### src/design/fbwp_pkg.sv
// fbwp_pkg: constants for the flash region guard
// assumes an ahb-lite register bus with 32-bit data
package fbwp_pkg;
   // ------------------------------------------------------------
   // register offsets
   // ------------------------------------------------------------
   localparam logic [11:0] OFF_GUARD_LOW = 12'h600;
   localparam logic [11:0] OFF_GUARD_HIGH = 12'h604;
   localparam logic [11:0] OFF_DBG_BYPASS = 12'h608;
   localparam logic [11:0] OFF_RESERVED = 12'h60c;
   localparam logic [11:0] OFF_IRQ_STATUS = 12'h700;
   localparam logic [11:0] OFF_IRQ_CLEAR = 12'h704;
   localparam logic [11:0] OFF_IRQ_ENABLE = 12'h708;
   // ------------------------------------------------------------
   // reset values and layout
   // ------------------------------------------------------------
   localparam logic [31:0] GUARD_RESET = 32'h0000_0000;
   localparam logic BYPASS_RESET = 1'b1;
   localparam int REGION_SHIFT = 12;
   localparam int REGIONS_LOW = 32;
   localparam int REGIONS_DEFAULT = 48;
   localparam int ADDR_W_DEFAULT = 24;
   localparam int EVT_W = 2;
   localparam int EVT_REGION = 0;
   localparam int EVT_FULL = 1;
   localparam logic [1:0] HTRANS_NONSEQ = 2'h2;
   localparam logic [1:0] HTRANS_SEQ = 2'h3;
endpackage

### src/design/fbwp_guard.sv
// fbwp_guard: erase/write guard for program memory in 4 kB regions
// assumes flash requests are single-cycle pulses from the controller
//
// Design decision made here: the AHB-Lite interface to the registers.
`timescale 1ns/100ps
module fbwp_guard #(
   parameter int REGIONS = fbwp_pkg::REGIONS_DEFAULT,
   parameter int ADDR_W = fbwp_pkg::ADDR_W_DEFAULT
) (
   input wire logic hclk,
   input wire logic hresetn,
   input wire logic hsel,
   input wire logic [31:0] haddr,
   input wire logic [1:0] htrans,
   input wire logic hwrite,
   input wire logic [2:0] hsize,
   input wire logic [31:0] hwdata,
   input wire logic hready,
   output logic hreadyout,
   output logic hresp,
   output logic [31:0] hrdata,
   input wire logic debug_attached,
   input wire logic req_valid,
   input wire logic req_erase,
   input wire logic req_full_chip_erase,
   input wire logic [ADDR_W-1:0] req_addr,
   output logic req_grant,
   output logic hard_fault,
   output logic irq
);
   // ------------------------------------------------------------
   // elaboration checks
   // ------------------------------------------------------------
   if (REGIONS <= fbwp_pkg::REGIONS_LOW || REGIONS > 64) begin : g_bad_reg
      $error("REGIONS must be 33..64");
   end
   if (ADDR_W < fbwp_pkg::REGION_SHIFT + 6) begin : g_bad_aw
      $error("ADDR_W too small");
   end

   // ------------------------------------------------------------
   // bus address phase capture
   // ------------------------------------------------------------
   logic wr_pend_q, wr_pend_d;
   logic [11:0] wr_addr_q, wr_addr_d;
   logic [31:0] rdata_q, rdata_d;
   logic [63:0] guard_q, guard_d;
   logic bypass_q, bypass_d;
   logic [fbwp_pkg::EVT_W-1:0] stat_q, stat_d, en_q, en_d;
   logic fault_q, fault_d;
   logic addr_ok;
   logic [11:0] a_off;
   logic [63:0] guard_mask;

   assign addr_ok = hsel && hready && htrans[1];
   assign a_off = haddr[11:0];
   assign hreadyout = 1'b1;
   assign hresp = 1'b0;
   assign hrdata = rdata_q;

   // limits the guard to the regions that really exist
   for (genvar i = 0; i < 64; i++) begin : g_mask
      assign guard_mask[i] = (i < REGIONS);
   end

   // ------------------------------------------------------------
   // flash request check
   // ------------------------------------------------------------
   logic [5:0] region;
   logic in_range, bypass_now, any_guard, region_hit, full_hit;
   logic [fbwp_pkg::EVT_W-1:0] evt;

   assign region = req_addr[fbwp_pkg::REGION_SHIFT +: 6];
   assign in_range = (ADDR_W == fbwp_pkg::REGION_SHIFT + 6) ||
      (req_addr >> (fbwp_pkg::REGION_SHIFT + 6)) == '0;
   assign bypass_now = debug_attached && bypass_q;
   assign any_guard = |guard_q;
   assign region_hit = req_valid && !req_full_chip_erase && in_range &&
      guard_q[region] && !bypass_now;
   assign full_hit = req_valid && req_full_chip_erase && any_guard &&
      !bypass_now;
   // suppression is combinational so the flash never starts the operation
   assign req_grant = req_valid && !region_hit && !full_hit;
   assign hard_fault = fault_q;

   always_comb begin
      evt = '0;
      evt[fbwp_pkg::EVT_REGION] = region_hit;
      evt[fbwp_pkg::EVT_FULL] = full_hit;
   end

   // ------------------------------------------------------------
   // register next state
   // ------------------------------------------------------------
   always_comb begin
      wr_pend_d = addr_ok && hwrite;
      wr_addr_d = addr_ok ? a_off : wr_addr_q;
      rdata_d = rdata_q;
      guard_d = guard_q;
      bypass_d = bypass_q;
      en_d = en_q;
      fault_d = region_hit || full_hit;
      stat_d = stat_q;
      if (wr_pend_q) begin
         case (wr_addr_q)
            fbwp_pkg::OFF_GUARD_LOW: begin
               guard_d[31:0] = guard_q[31:0] | hwdata;
            end
            fbwp_pkg::OFF_GUARD_HIGH: begin
               guard_d[63:32] = guard_q[63:32] | hwdata;
            end
            fbwp_pkg::OFF_DBG_BYPASS: begin
               bypass_d = hwdata[0];
            end
            fbwp_pkg::OFF_IRQ_CLEAR: begin
               stat_d = stat_q & ~hwdata[fbwp_pkg::EVT_W-1:0];
            end
            fbwp_pkg::OFF_IRQ_ENABLE: begin
               en_d = hwdata[fbwp_pkg::EVT_W-1:0];
            end
            default: begin
            end
         endcase
      end
      guard_d = guard_d & guard_mask;
      // a new event wins over a clear in the same cycle
      stat_d = stat_d | evt;
      if (addr_ok && !hwrite) begin
         case (a_off)
            fbwp_pkg::OFF_GUARD_LOW: rdata_d = guard_q[31:0];
            fbwp_pkg::OFF_GUARD_HIGH: rdata_d = guard_q[63:32];
            fbwp_pkg::OFF_DBG_BYPASS: rdata_d = {31'h0, bypass_q};
            fbwp_pkg::OFF_IRQ_STATUS: rdata_d = {30'h0, stat_q};
            fbwp_pkg::OFF_IRQ_ENABLE: rdata_d = {30'h0, en_q};
            default: rdata_d = 32'h0;
         endcase
      end
   end

   always_ff @(posedge hclk or negedge hresetn) begin
      if (!hresetn) begin
         wr_pend_q <= 1'b0;
         wr_addr_q <= 12'h000;
         rdata_q <= 32'h0000_0000;
         guard_q <= {fbwp_pkg::GUARD_RESET, fbwp_pkg::GUARD_RESET};
         bypass_q <= fbwp_pkg::BYPASS_RESET;
         stat_q <= '0;
         en_q <= '0;
         fault_q <= 1'b0;
      end else begin
         wr_pend_q <= wr_pend_d;
         wr_addr_q <= wr_addr_d;
         rdata_q <= rdata_d;
         guard_q <= guard_d;
         bypass_q <= bypass_d;
         stat_q <= stat_d;
         en_q <= en_d;
         fault_q <= fault_d;
      end
   end

   assign irq = |(stat_q & en_q);

   // ------------------------------------------------------------
   // assertions
   // ------------------------------------------------------------
   guard_sticky_a: assert property (@(posedge hclk) disable iff (!hresetn)
      $past(guard_q) != '0 |-> (guard_q & $past(guard_q)) == $past(guard_q))
      else $error("guard bit cleared without reset");
   region_block_a: assert property (@(posedge hclk) disable iff (!hresetn)
      req_valid && !req_full_chip_erase && in_range && guard_q[region] &&
      !(debug_attached && bypass_q) |-> !req_grant ##1 hard_fault)
      else $error("guarded region not blocked");
   full_block_a: assert property (@(posedge hclk) disable iff (!hresetn)
      req_valid && req_full_chip_erase && (|guard_q) && !debug_attached
      |-> !req_grant ##1 hard_fault)
      else $error("full erase not refused");
   free_pass_a: assert property (@(posedge hclk) disable iff (!hresetn)
      req_valid && !req_full_chip_erase && !guard_q[region] |-> req_grant)
      else $error("unguarded request refused");
   debug_skip_a: assert property (@(posedge hclk) disable iff (!hresetn)
      req_valid && debug_attached && bypass_q |-> req_grant ##1 !hard_fault)
      else $error("debug bypass ignored");
   set_one_a: assert property (@(posedge hclk) disable iff (!hresetn)
      wr_pend_q && wr_addr_q == fbwp_pkg::OFF_GUARD_LOW |=>
      (guard_q[31:0] & $past(hwdata)) == $past(hwdata))
      else $error("write one did not set guard");
   high_unused_a: assert property (@(posedge hclk) disable iff (!hresetn)
      guard_q[63:REGIONS] == '0)
      else $error("unused guard bits set");
   bypass_eff_a: assert property (@(posedge hclk) disable iff (!hresetn)
      req_valid && !debug_attached && !req_full_chip_erase && in_range &&
      guard_q[region] |-> !req_grant)
      else $error("bypass acted outside debug");
   region_map_a: assert property (@(posedge hclk) disable iff (!hresetn)
      region == 6'(req_addr >> fbwp_pkg::REGION_SHIFT))
      else $error("region map wrong");

   // ------------------------------------------------------------
   // request and fault assertions
   // ------------------------------------------------------------
   // helper copies of the write data so $past sees a plain signal
   logic [fbwp_pkg::EVT_W-1:0] hw_evt;
   logic hw_bit;
   assign hw_evt = hwdata[fbwp_pkg::EVT_W-1:0];
   assign hw_bit = hwdata[0];

   fault_status_a: assert property (@(posedge hclk) disable iff (!hresetn)
      hard_fault |-> stat_q != '0)
      else $error("fault without status");

   region_event_a: assert property (@(posedge hclk) disable iff (!hresetn)
      region_hit |=> stat_q[fbwp_pkg::EVT_REGION])
      else $error("region event lost");

   full_event_a: assert property (@(posedge hclk) disable iff (!hresetn)
      full_hit |=> stat_q[fbwp_pkg::EVT_FULL])
      else $error("full erase event lost");

   fault_cause_a: assert property (@(posedge hclk) disable iff (!hresetn)
      !(region_hit || full_hit) |=> !hard_fault)
      else $error("fault without cause");

   grant_idle_a: assert property (@(posedge hclk) disable iff (!hresetn)
      !req_valid |-> !req_grant)
      else $error("grant without request");

   debug_keep_a: assert property (@(posedge hclk) disable iff (!hresetn)
      req_valid && debug_attached && !bypass_q && !req_full_chip_erase &&
      in_range && guard_q[region] |-> !req_grant ##1 hard_fault)
      else $error("guard lost in debug");

   debug_full_a: assert property (@(posedge hclk) disable iff (!hresetn)
      req_valid && debug_attached && !bypass_q && req_full_chip_erase &&
      any_guard |-> !req_grant ##1 hard_fault)
      else $error("full erase passed in debug");

   full_free_a: assert property (@(posedge hclk) disable iff (!hresetn)
      req_valid && req_full_chip_erase && !any_guard |-> req_grant)
      else $error("full erase refused unguarded");

   range_free_a: assert property (@(posedge hclk) disable iff (!hresetn)
      req_valid && !req_full_chip_erase && !in_range |-> req_grant)
      else $error("unguarded range refused");

   // ------------------------------------------------------------
   // register assertions
   // ------------------------------------------------------------
   // guard words only move on a bus write, never on their own
   no_write_a: assert property (@(posedge hclk) disable iff (!hresetn)
      !wr_pend_q |=> guard_q == $past(guard_q))
      else $error("guard changed without write");

   high_write_a: assert property (@(posedge hclk) disable iff (!hresetn)
      wr_pend_q && wr_addr_q == fbwp_pkg::OFF_GUARD_HIGH |=>
      (guard_q & ({$past(hwdata), 32'h0} & guard_mask)) ==
      ({$past(hwdata), 32'h0} & guard_mask))
      else $error("high write did not set guard");

   bypass_write_a: assert property (@(posedge hclk) disable iff (!hresetn)
      wr_pend_q && wr_addr_q == fbwp_pkg::OFF_DBG_BYPASS |=>
      bypass_q == $past(hw_bit))
      else $error("bypass write lost");

   low_read_a: assert property (@(posedge hclk) disable iff (!hresetn)
      addr_ok && !hwrite && a_off == fbwp_pkg::OFF_GUARD_LOW |=>
      hrdata == 32'($past(guard_q)))
      else $error("low guard read wrong");

   high_read_a: assert property (@(posedge hclk) disable iff (!hresetn)
      addr_ok && !hwrite && a_off == fbwp_pkg::OFF_GUARD_HIGH |=>
      hrdata == 32'($past(guard_q) >> 32))
      else $error("high guard read wrong");

   bypass_read_a: assert property (@(posedge hclk) disable iff (!hresetn)
      addr_ok && !hwrite && a_off == fbwp_pkg::OFF_DBG_BYPASS |=>
      hrdata == {31'h0, $past(bypass_q)})
      else $error("bypass read wrong");

   spare_read_a: assert property (@(posedge hclk) disable iff (!hresetn)
      addr_ok && !hwrite && a_off == fbwp_pkg::OFF_RESERVED |=>
      hrdata == 32'h0)
      else $error("reserved word not zero");

   bus_okay_a: assert property (@(posedge hclk) disable iff (!hresetn)
      hreadyout && !hresp)
      else $error("bus answer not okay");

   // ------------------------------------------------------------
   // interrupt assertions
   // ------------------------------------------------------------
   // a clear with no event beside it must empty the named bits
   status_clear_a: assert property (@(posedge hclk) disable iff (!hresetn)
      wr_pend_q && wr_addr_q == fbwp_pkg::OFF_IRQ_CLEAR && evt == '0 |=>
      (stat_q & $past(hw_evt)) == '0)
      else $error("status clear lost");

   set_wins_a: assert property (@(posedge hclk) disable iff (!hresetn)
      evt != '0 |=> (stat_q & $past(evt)) == $past(evt))
      else $error("event lost to clear");

   enable_write_a: assert property (@(posedge hclk) disable iff (!hresetn)
      wr_pend_q && wr_addr_q == fbwp_pkg::OFF_IRQ_ENABLE |=>
      en_q == $past(hw_evt))
      else $error("enable write lost");

   irq_off_a: assert property (@(posedge hclk) disable iff (!hresetn)
      en_q == '0 |-> !irq)
      else $error("irq while disabled");

   irq_on_a: assert property (@(posedge hclk) disable iff (!hresetn)
      (stat_q & en_q) != '0 |-> irq)
      else $error("irq missing");
endmodule

### config.mk
export PLATFORM = sky130hd
export DESIGN_NAME = fbwp_guard
export DESIGN_NICKNAME = d
export VERILOG_FILES = /design/src/design/fbwp_pkg.sv /design/src/design/fbwp_guard.sv
export SDC_FILE = /design/constraint.sdc
export NUM_CORES = 1
export LEC_CHECK = 0
export BUFFER_PORTS_ARGS = -buffer_cell sky130_fd_sc_hd__buf_2
export CAP_MARGIN = 20
export CORE_ASPECT_RATIO = 1.75
export CORE_MARGIN = 2
export CORE_UTILIZATION = 35
export DETAILED_ROUTE_END_ITERATION = 10
export PLACE_DENSITY = 0.66
export SLEW_MARGIN = 10
export SYNTH_ARGS = -nofsm -noshare
export SYNTH_HDL_FRONTEND = slang
export SYNTH_SLANG_ARGS = --single-unit
export TNS_END_PERCENT = 20
### constraint.sdc
create_clock -name hclk -period 5.5 [get_ports hclk]
set_input_delay 1.375 -clock hclk [delete_from_list [all_inputs] [get_ports hclk]]
set_output_delay 1.375 -clock hclk [all_outputs]
set_load 0.005 [all_outputs]
# [Word-level counts from Yosys, hierarchy flattened]
# Index checks and enable logic that the tools add are counted.
[totals] regBits=99 in_bits=102 out_inout_bits=37 elab_cells=58
[classes] order_cmp=1 eq_ne=10 mux=5 n_bitwise=6 n_reduce_logical=27
[ops] operator="32-bit one-hot mux with 5 select lines" n=1
[ops] operator="12-bit by 11-bit == test with 1-bit output (second input constant)" n=10
[ops] operator="48-bit OR reduction" n=1
[ops] operator="32-bit OR" n=1
[ops] operator="24-bit zero test" n=1
[ops] operator="16-bit OR" n=1
[ops] operator="1-bit logical AND" n=14
[ops] operator="2-bit AND reduction" n=4
[ops] operator="6-bit by 7-bit < comparator with 1-bit output (second input constant)" n=1
[ops] operator="1-bit binary-select mux with 6-bit select" n=1
[ops] operator="1-bit zero test" n=5
[ops] operator="2-bit bitwise AND" n=2
[ops] operator="2-bit two-way mux" n=2
[ops] operator="2-bit inverter" n=1
[ops] operator="2-bit OR" n=1
[ops] operator="2-bit OR reduction" n=1
[ops] operator="1-bit logical OR" n=1
[ops] operator="1-bit two-way mux" n=1

# [Logic depth before layout (Yosys ltp)]
[logic_depth] word_depth=8 ltp_mapped=7 depth_no_buf=5

# [Worst setup path after synthesis]
# Ideal clock, no wire load.
[synth_timing] path_kind="input-to-output" startpoint="in req_addr[13]" endpoint="out req_grant" arrival_ns=2.694 required_ns=4.125 slack_ns=1.431 cell_stages=6 path_buffers=1 path_cell_list="buf_4 -> mux2i_1 -> mux4_2 -> a311oi_1 -> o211ai_1 -> and4_1"
[synth_via] elab_chain_cells=7
[synth_lines] element="start, declared" line="fbwp_guard.sv:26" source="input wire logic [ADDR_W-1:0] req_addr,"
[synth_lines] element="1-bit binary-select mux with 6-bit select" line="fbwp_guard.sv:79" source="guard_q[region] && !bypass_now;"
[synth_lines] element="1-bit two-way mux (implied by the code)" line="fbwp_guard.sv:79"
[synth_lines] element="1-bit logical AND" line="fbwp_guard.sv:78" source="assign region_hit = req_valid && !req_full_chip_erase && in_range &&"
[synth_lines] element="1-bit logical AND" line="fbwp_guard.sv:79"
[synth_lines] element="1-bit zero test" line="fbwp_guard.sv:83" source="assign req_grant = req_valid && !region_hit && !full_hit;"
[synth_lines] element="1-bit logical AND (2 in series)" line="fbwp_guard.sv:83"
[synth_lines] element="end, declared" line="fbwp_guard.sv:27" source="output logic req_grant,"
# Every way passes these cells. The select of a mux whose other input is x is not followed.

# [Worst setup path after layout]
# Ends and elaborated chain as after synthesis.

==> impl_metrics.env <==
export IMPL_antennaDiodeCount=0
export IMPL_tightest_slew_ps=718
export IMPL_num_io_pins=139
export IMPL_holdCritPathClass="flip-flop to flip-flop"
export IMPL_yosysWarnings=0
export IMPL_skew_final_ps=8.40
export IMPL_hpwlAfterDp_mm=8.23
export IMPL_report_final_hold_viol_count=0
export IMPL_track_usage=0.167
export IMPL_path_clk_slew_ps=60
export IMPL_fin_crit_sh=0.851
export IMPL_max_cap_violations=0
export IMPL_die_h_um=154
export IMPL_synth_nets=459
export IMPL_total_grt_overflow=0
export IMPL_synth_sequential_area_ratio=0.551
export IMPL_insertion_delay_ps=350
export IMPL_post_synth_top_area_cell="dfrtp_1"
export IMPL_setup_viol=0
export IMPL_peakVddDrop_mv=0.142
export IMPL_worstSetupPathType="input pin to output port"
export IMPL_setup_repair_after_global_routing_missed_its_margin="false"
export IMPL_route_antenna_remaining_nets=0
export IMPL_ctsResizeCount=0
export IMPL_synthCells=357
export IMPL_drt_iter0_markers=146
export IMPL_die_area_um2=13800
export IMPL_viasPerCell=5.28
export IMPL_placementRows=54
export IMPL_synth_edff_count=0
export IMPL_timing_setup_tns_ps=0
export IMPL_fmaxAchievable_mhz=214
export IMPL_cp_start_kind="input pin"
export IMPL_final_nets=550
export IMPL_synth_largest_type_area_fraction=0.545
export IMPL_cts_root_to_sink_buffers=2
export IMPL_synth_avg_cell_area_um2=12.6
export IMPL_grt_pass1_wl_mm=18.2
export IMPL_finalWirelength_mm=11.1
export IMPL_cp_required_ps=4120
export IMPL_yosys_top_cells_area="dfrtp_1, a21o_1, mux2i_1, mux2_2, a22o_2"
export IMPL_cp_endpoint_kind="output port"
export IMPL_critical_path_arrival_ps=3310
export IMPL_syn2layout_area_growth_pct=20.5
export IMPL_synth_area_um2=4500
export IMPL_cp_max_fo=17
export IMPL_dp_cells=604
export IMPL_gp_routability_congestion=0.837
export IMPL_placeableCoreArea_um2=12500
export IMPL_cts_hold_buffers=0
export IMPL_grt_pass1_vias=3445
export IMPL_detail_route_first_pass_iterations=4
export IMPL_grt_antenna_before_repair=0
export IMPL_via_count=3278
export IMPL_h_tree_depth=3
export IMPL_die_width_um=89.7
export IMPL_slew_limit_headroom=0.515
export IMPL_top_ff_cell_synth="dfrtp_1"
export IMPL_finalCriticalPeriod_ps=4680
export IMPL_post_cts_setup_buffer_count=0
export IMPL_powerDensity_nw_per_um2=290
export IMPL_drt_drc_violations_left=0
export IMPL_fin_cells=621
export IMPL_drt_wirelength_per_cell_um=17.9
export IMPL_grt_start_max_net_pins=52
export IMPL_static_leakage_power_nw=3.02
export IMPL_start_util=0.360
export IMPL_ys_ff_latch=99
export IMPL_yosysUniqueCellTypes=50
export IMPL_outcome="finished clean"
export IMPL_io_buffers=99
export IMPL_cts_inserted_buffers=9
export IMPL_maxSlewViolCount=0
export IMPL_synth_async_reset_ratio=1.00
export IMPL_cts_tree="built"
export IMPL_cts_sinks=99
export IMPL_proportion_of_layout_cells_with_a_drive_suffix_above_1=0.366
export IMPL_layout_filler_cell_count=1187
export IMPL_clk_root_buffer_cell="clkbuf_16"
critical path: stages:
cell      delay [ps]
buf_2            390
mux2i_1          190
mux4_2           490
a311oi_1         280
o211ai_1         210
and4_1           230
buf_2            130
synth_stat cells (3+ instances only):
master and n:
dfrtp_1 98, a21o_1 44, mux2i_1 32, nand2_1 24, a22o_2 16, nor2b_1 5, clkbuf_1 6, nand4_1 6
a22o_1 3, buf_4 6, nor3_1 5, o21ai_0 12, mux4_2 7, nor2_1 11, o21ai_1 4, buf_2 6
mux2_2 16, nor4_1 14, nand3_1 4
cell families after synthesis:
family	synth area share
AND/OR/NAND/NOR	0.113
other	0.00167
buffers and inverters	0.0308
multiplexers	0.146
AO/OA/AOI/OAI	0.157
flip-flops	0.551
worst paths after layout:
path / start / endpoint / depth (start not counted) / slack (ps)
hold / removal: hrdata[4] / hrdata[4] / 2 / 480
setup / recovery: req_addr[13] / req_grant / 7 / 820
hold reg to reg: hrdata[4] / hrdata[4] / 2 / 480
setup reg to reg: wr_addr_q[11] / guard_q[14] / 6 / 3440
min in group asynchronous: hresetn / hrdata[15] / 1 / 1050
max in group asynchronous: hresetn / hrdata[10] / 2 / 3370
state kept, by name, indices dropped and copies added (netlist names):
register,cells
hard_fault,1
bypass_q,1
en_q,2
wr_pend_q,1
hrdata,32
stat_q,2
guard_q,48
wr_addr_q,12
per-stage QoR:
stage / util / instance area, um^2 / total power, W / worst slack [ps] / hold slack (ps)
after floorplan: - / 4500 / 0.000843 / 1430 / 465
after CTS: 0.433 / 5410 / 0.00159 / 822 / 484
final: 0.434 / 5430 / 0.00157 / 819 / 478
after global routing: 0.434 / 5430 / 0.00163 / 741 / 498
after global placement: 0.407 / 5080 / 0.000900 / 862 / 465
after detailed placement: 0.407 / 5080 / 0.000905 / 863 / 468
cell type report:
type	count	area, um^2	share of cell area
clock buffers	11	243	0.0447
clock inverters	5	85.1	0.0157
flip-flops and latches	99	2480	0.457
repair buffers	101	520	0.0959
well taps	168	210	0.0387
inverters	1	3.75	0.000692
multi-input cells	236	1880	0.347
where the power goes:
part	internal, W	switching, W
registers	0.000752	0.0000214
clock network	0.000413	0.000269
logic	0.0000556	0.0000603
per-layer routing:
metal  vias up  global-route usage  part of all wire
li1       1517                   -                 -
met1      1642               0.201              0.40
met2       103               0.289              0.52
met3        16              0.0323             0.050
met4         0              0.0733             0.026
met5         -                   0                 0
layout by cell type (no fill, tap or decap), types with 2 or more instances in the layout:
cell	n
a21o_1	44
a22o_1	3
a22o_2	16
a22oi_1	2
a31o_2	2
buf_2	98
buf_4	2
bufinv_16	2
clkbuf_16	9
conb_1	2
dfrtp_1	98
mux2_2	16
mux2i_1	32
mux4_2	7
nand2_1	24
nand3_1	4
nand4_1	6
nor2_1	11
nor2b_1	5
nor3_1	5
nor4_1	14
nor4b_1	2
o21ai_0	12
o21ai_1	4
o21bai_1	2
o31ai_1	2
No activity file was read; power rests on OpenSTA's default activity.
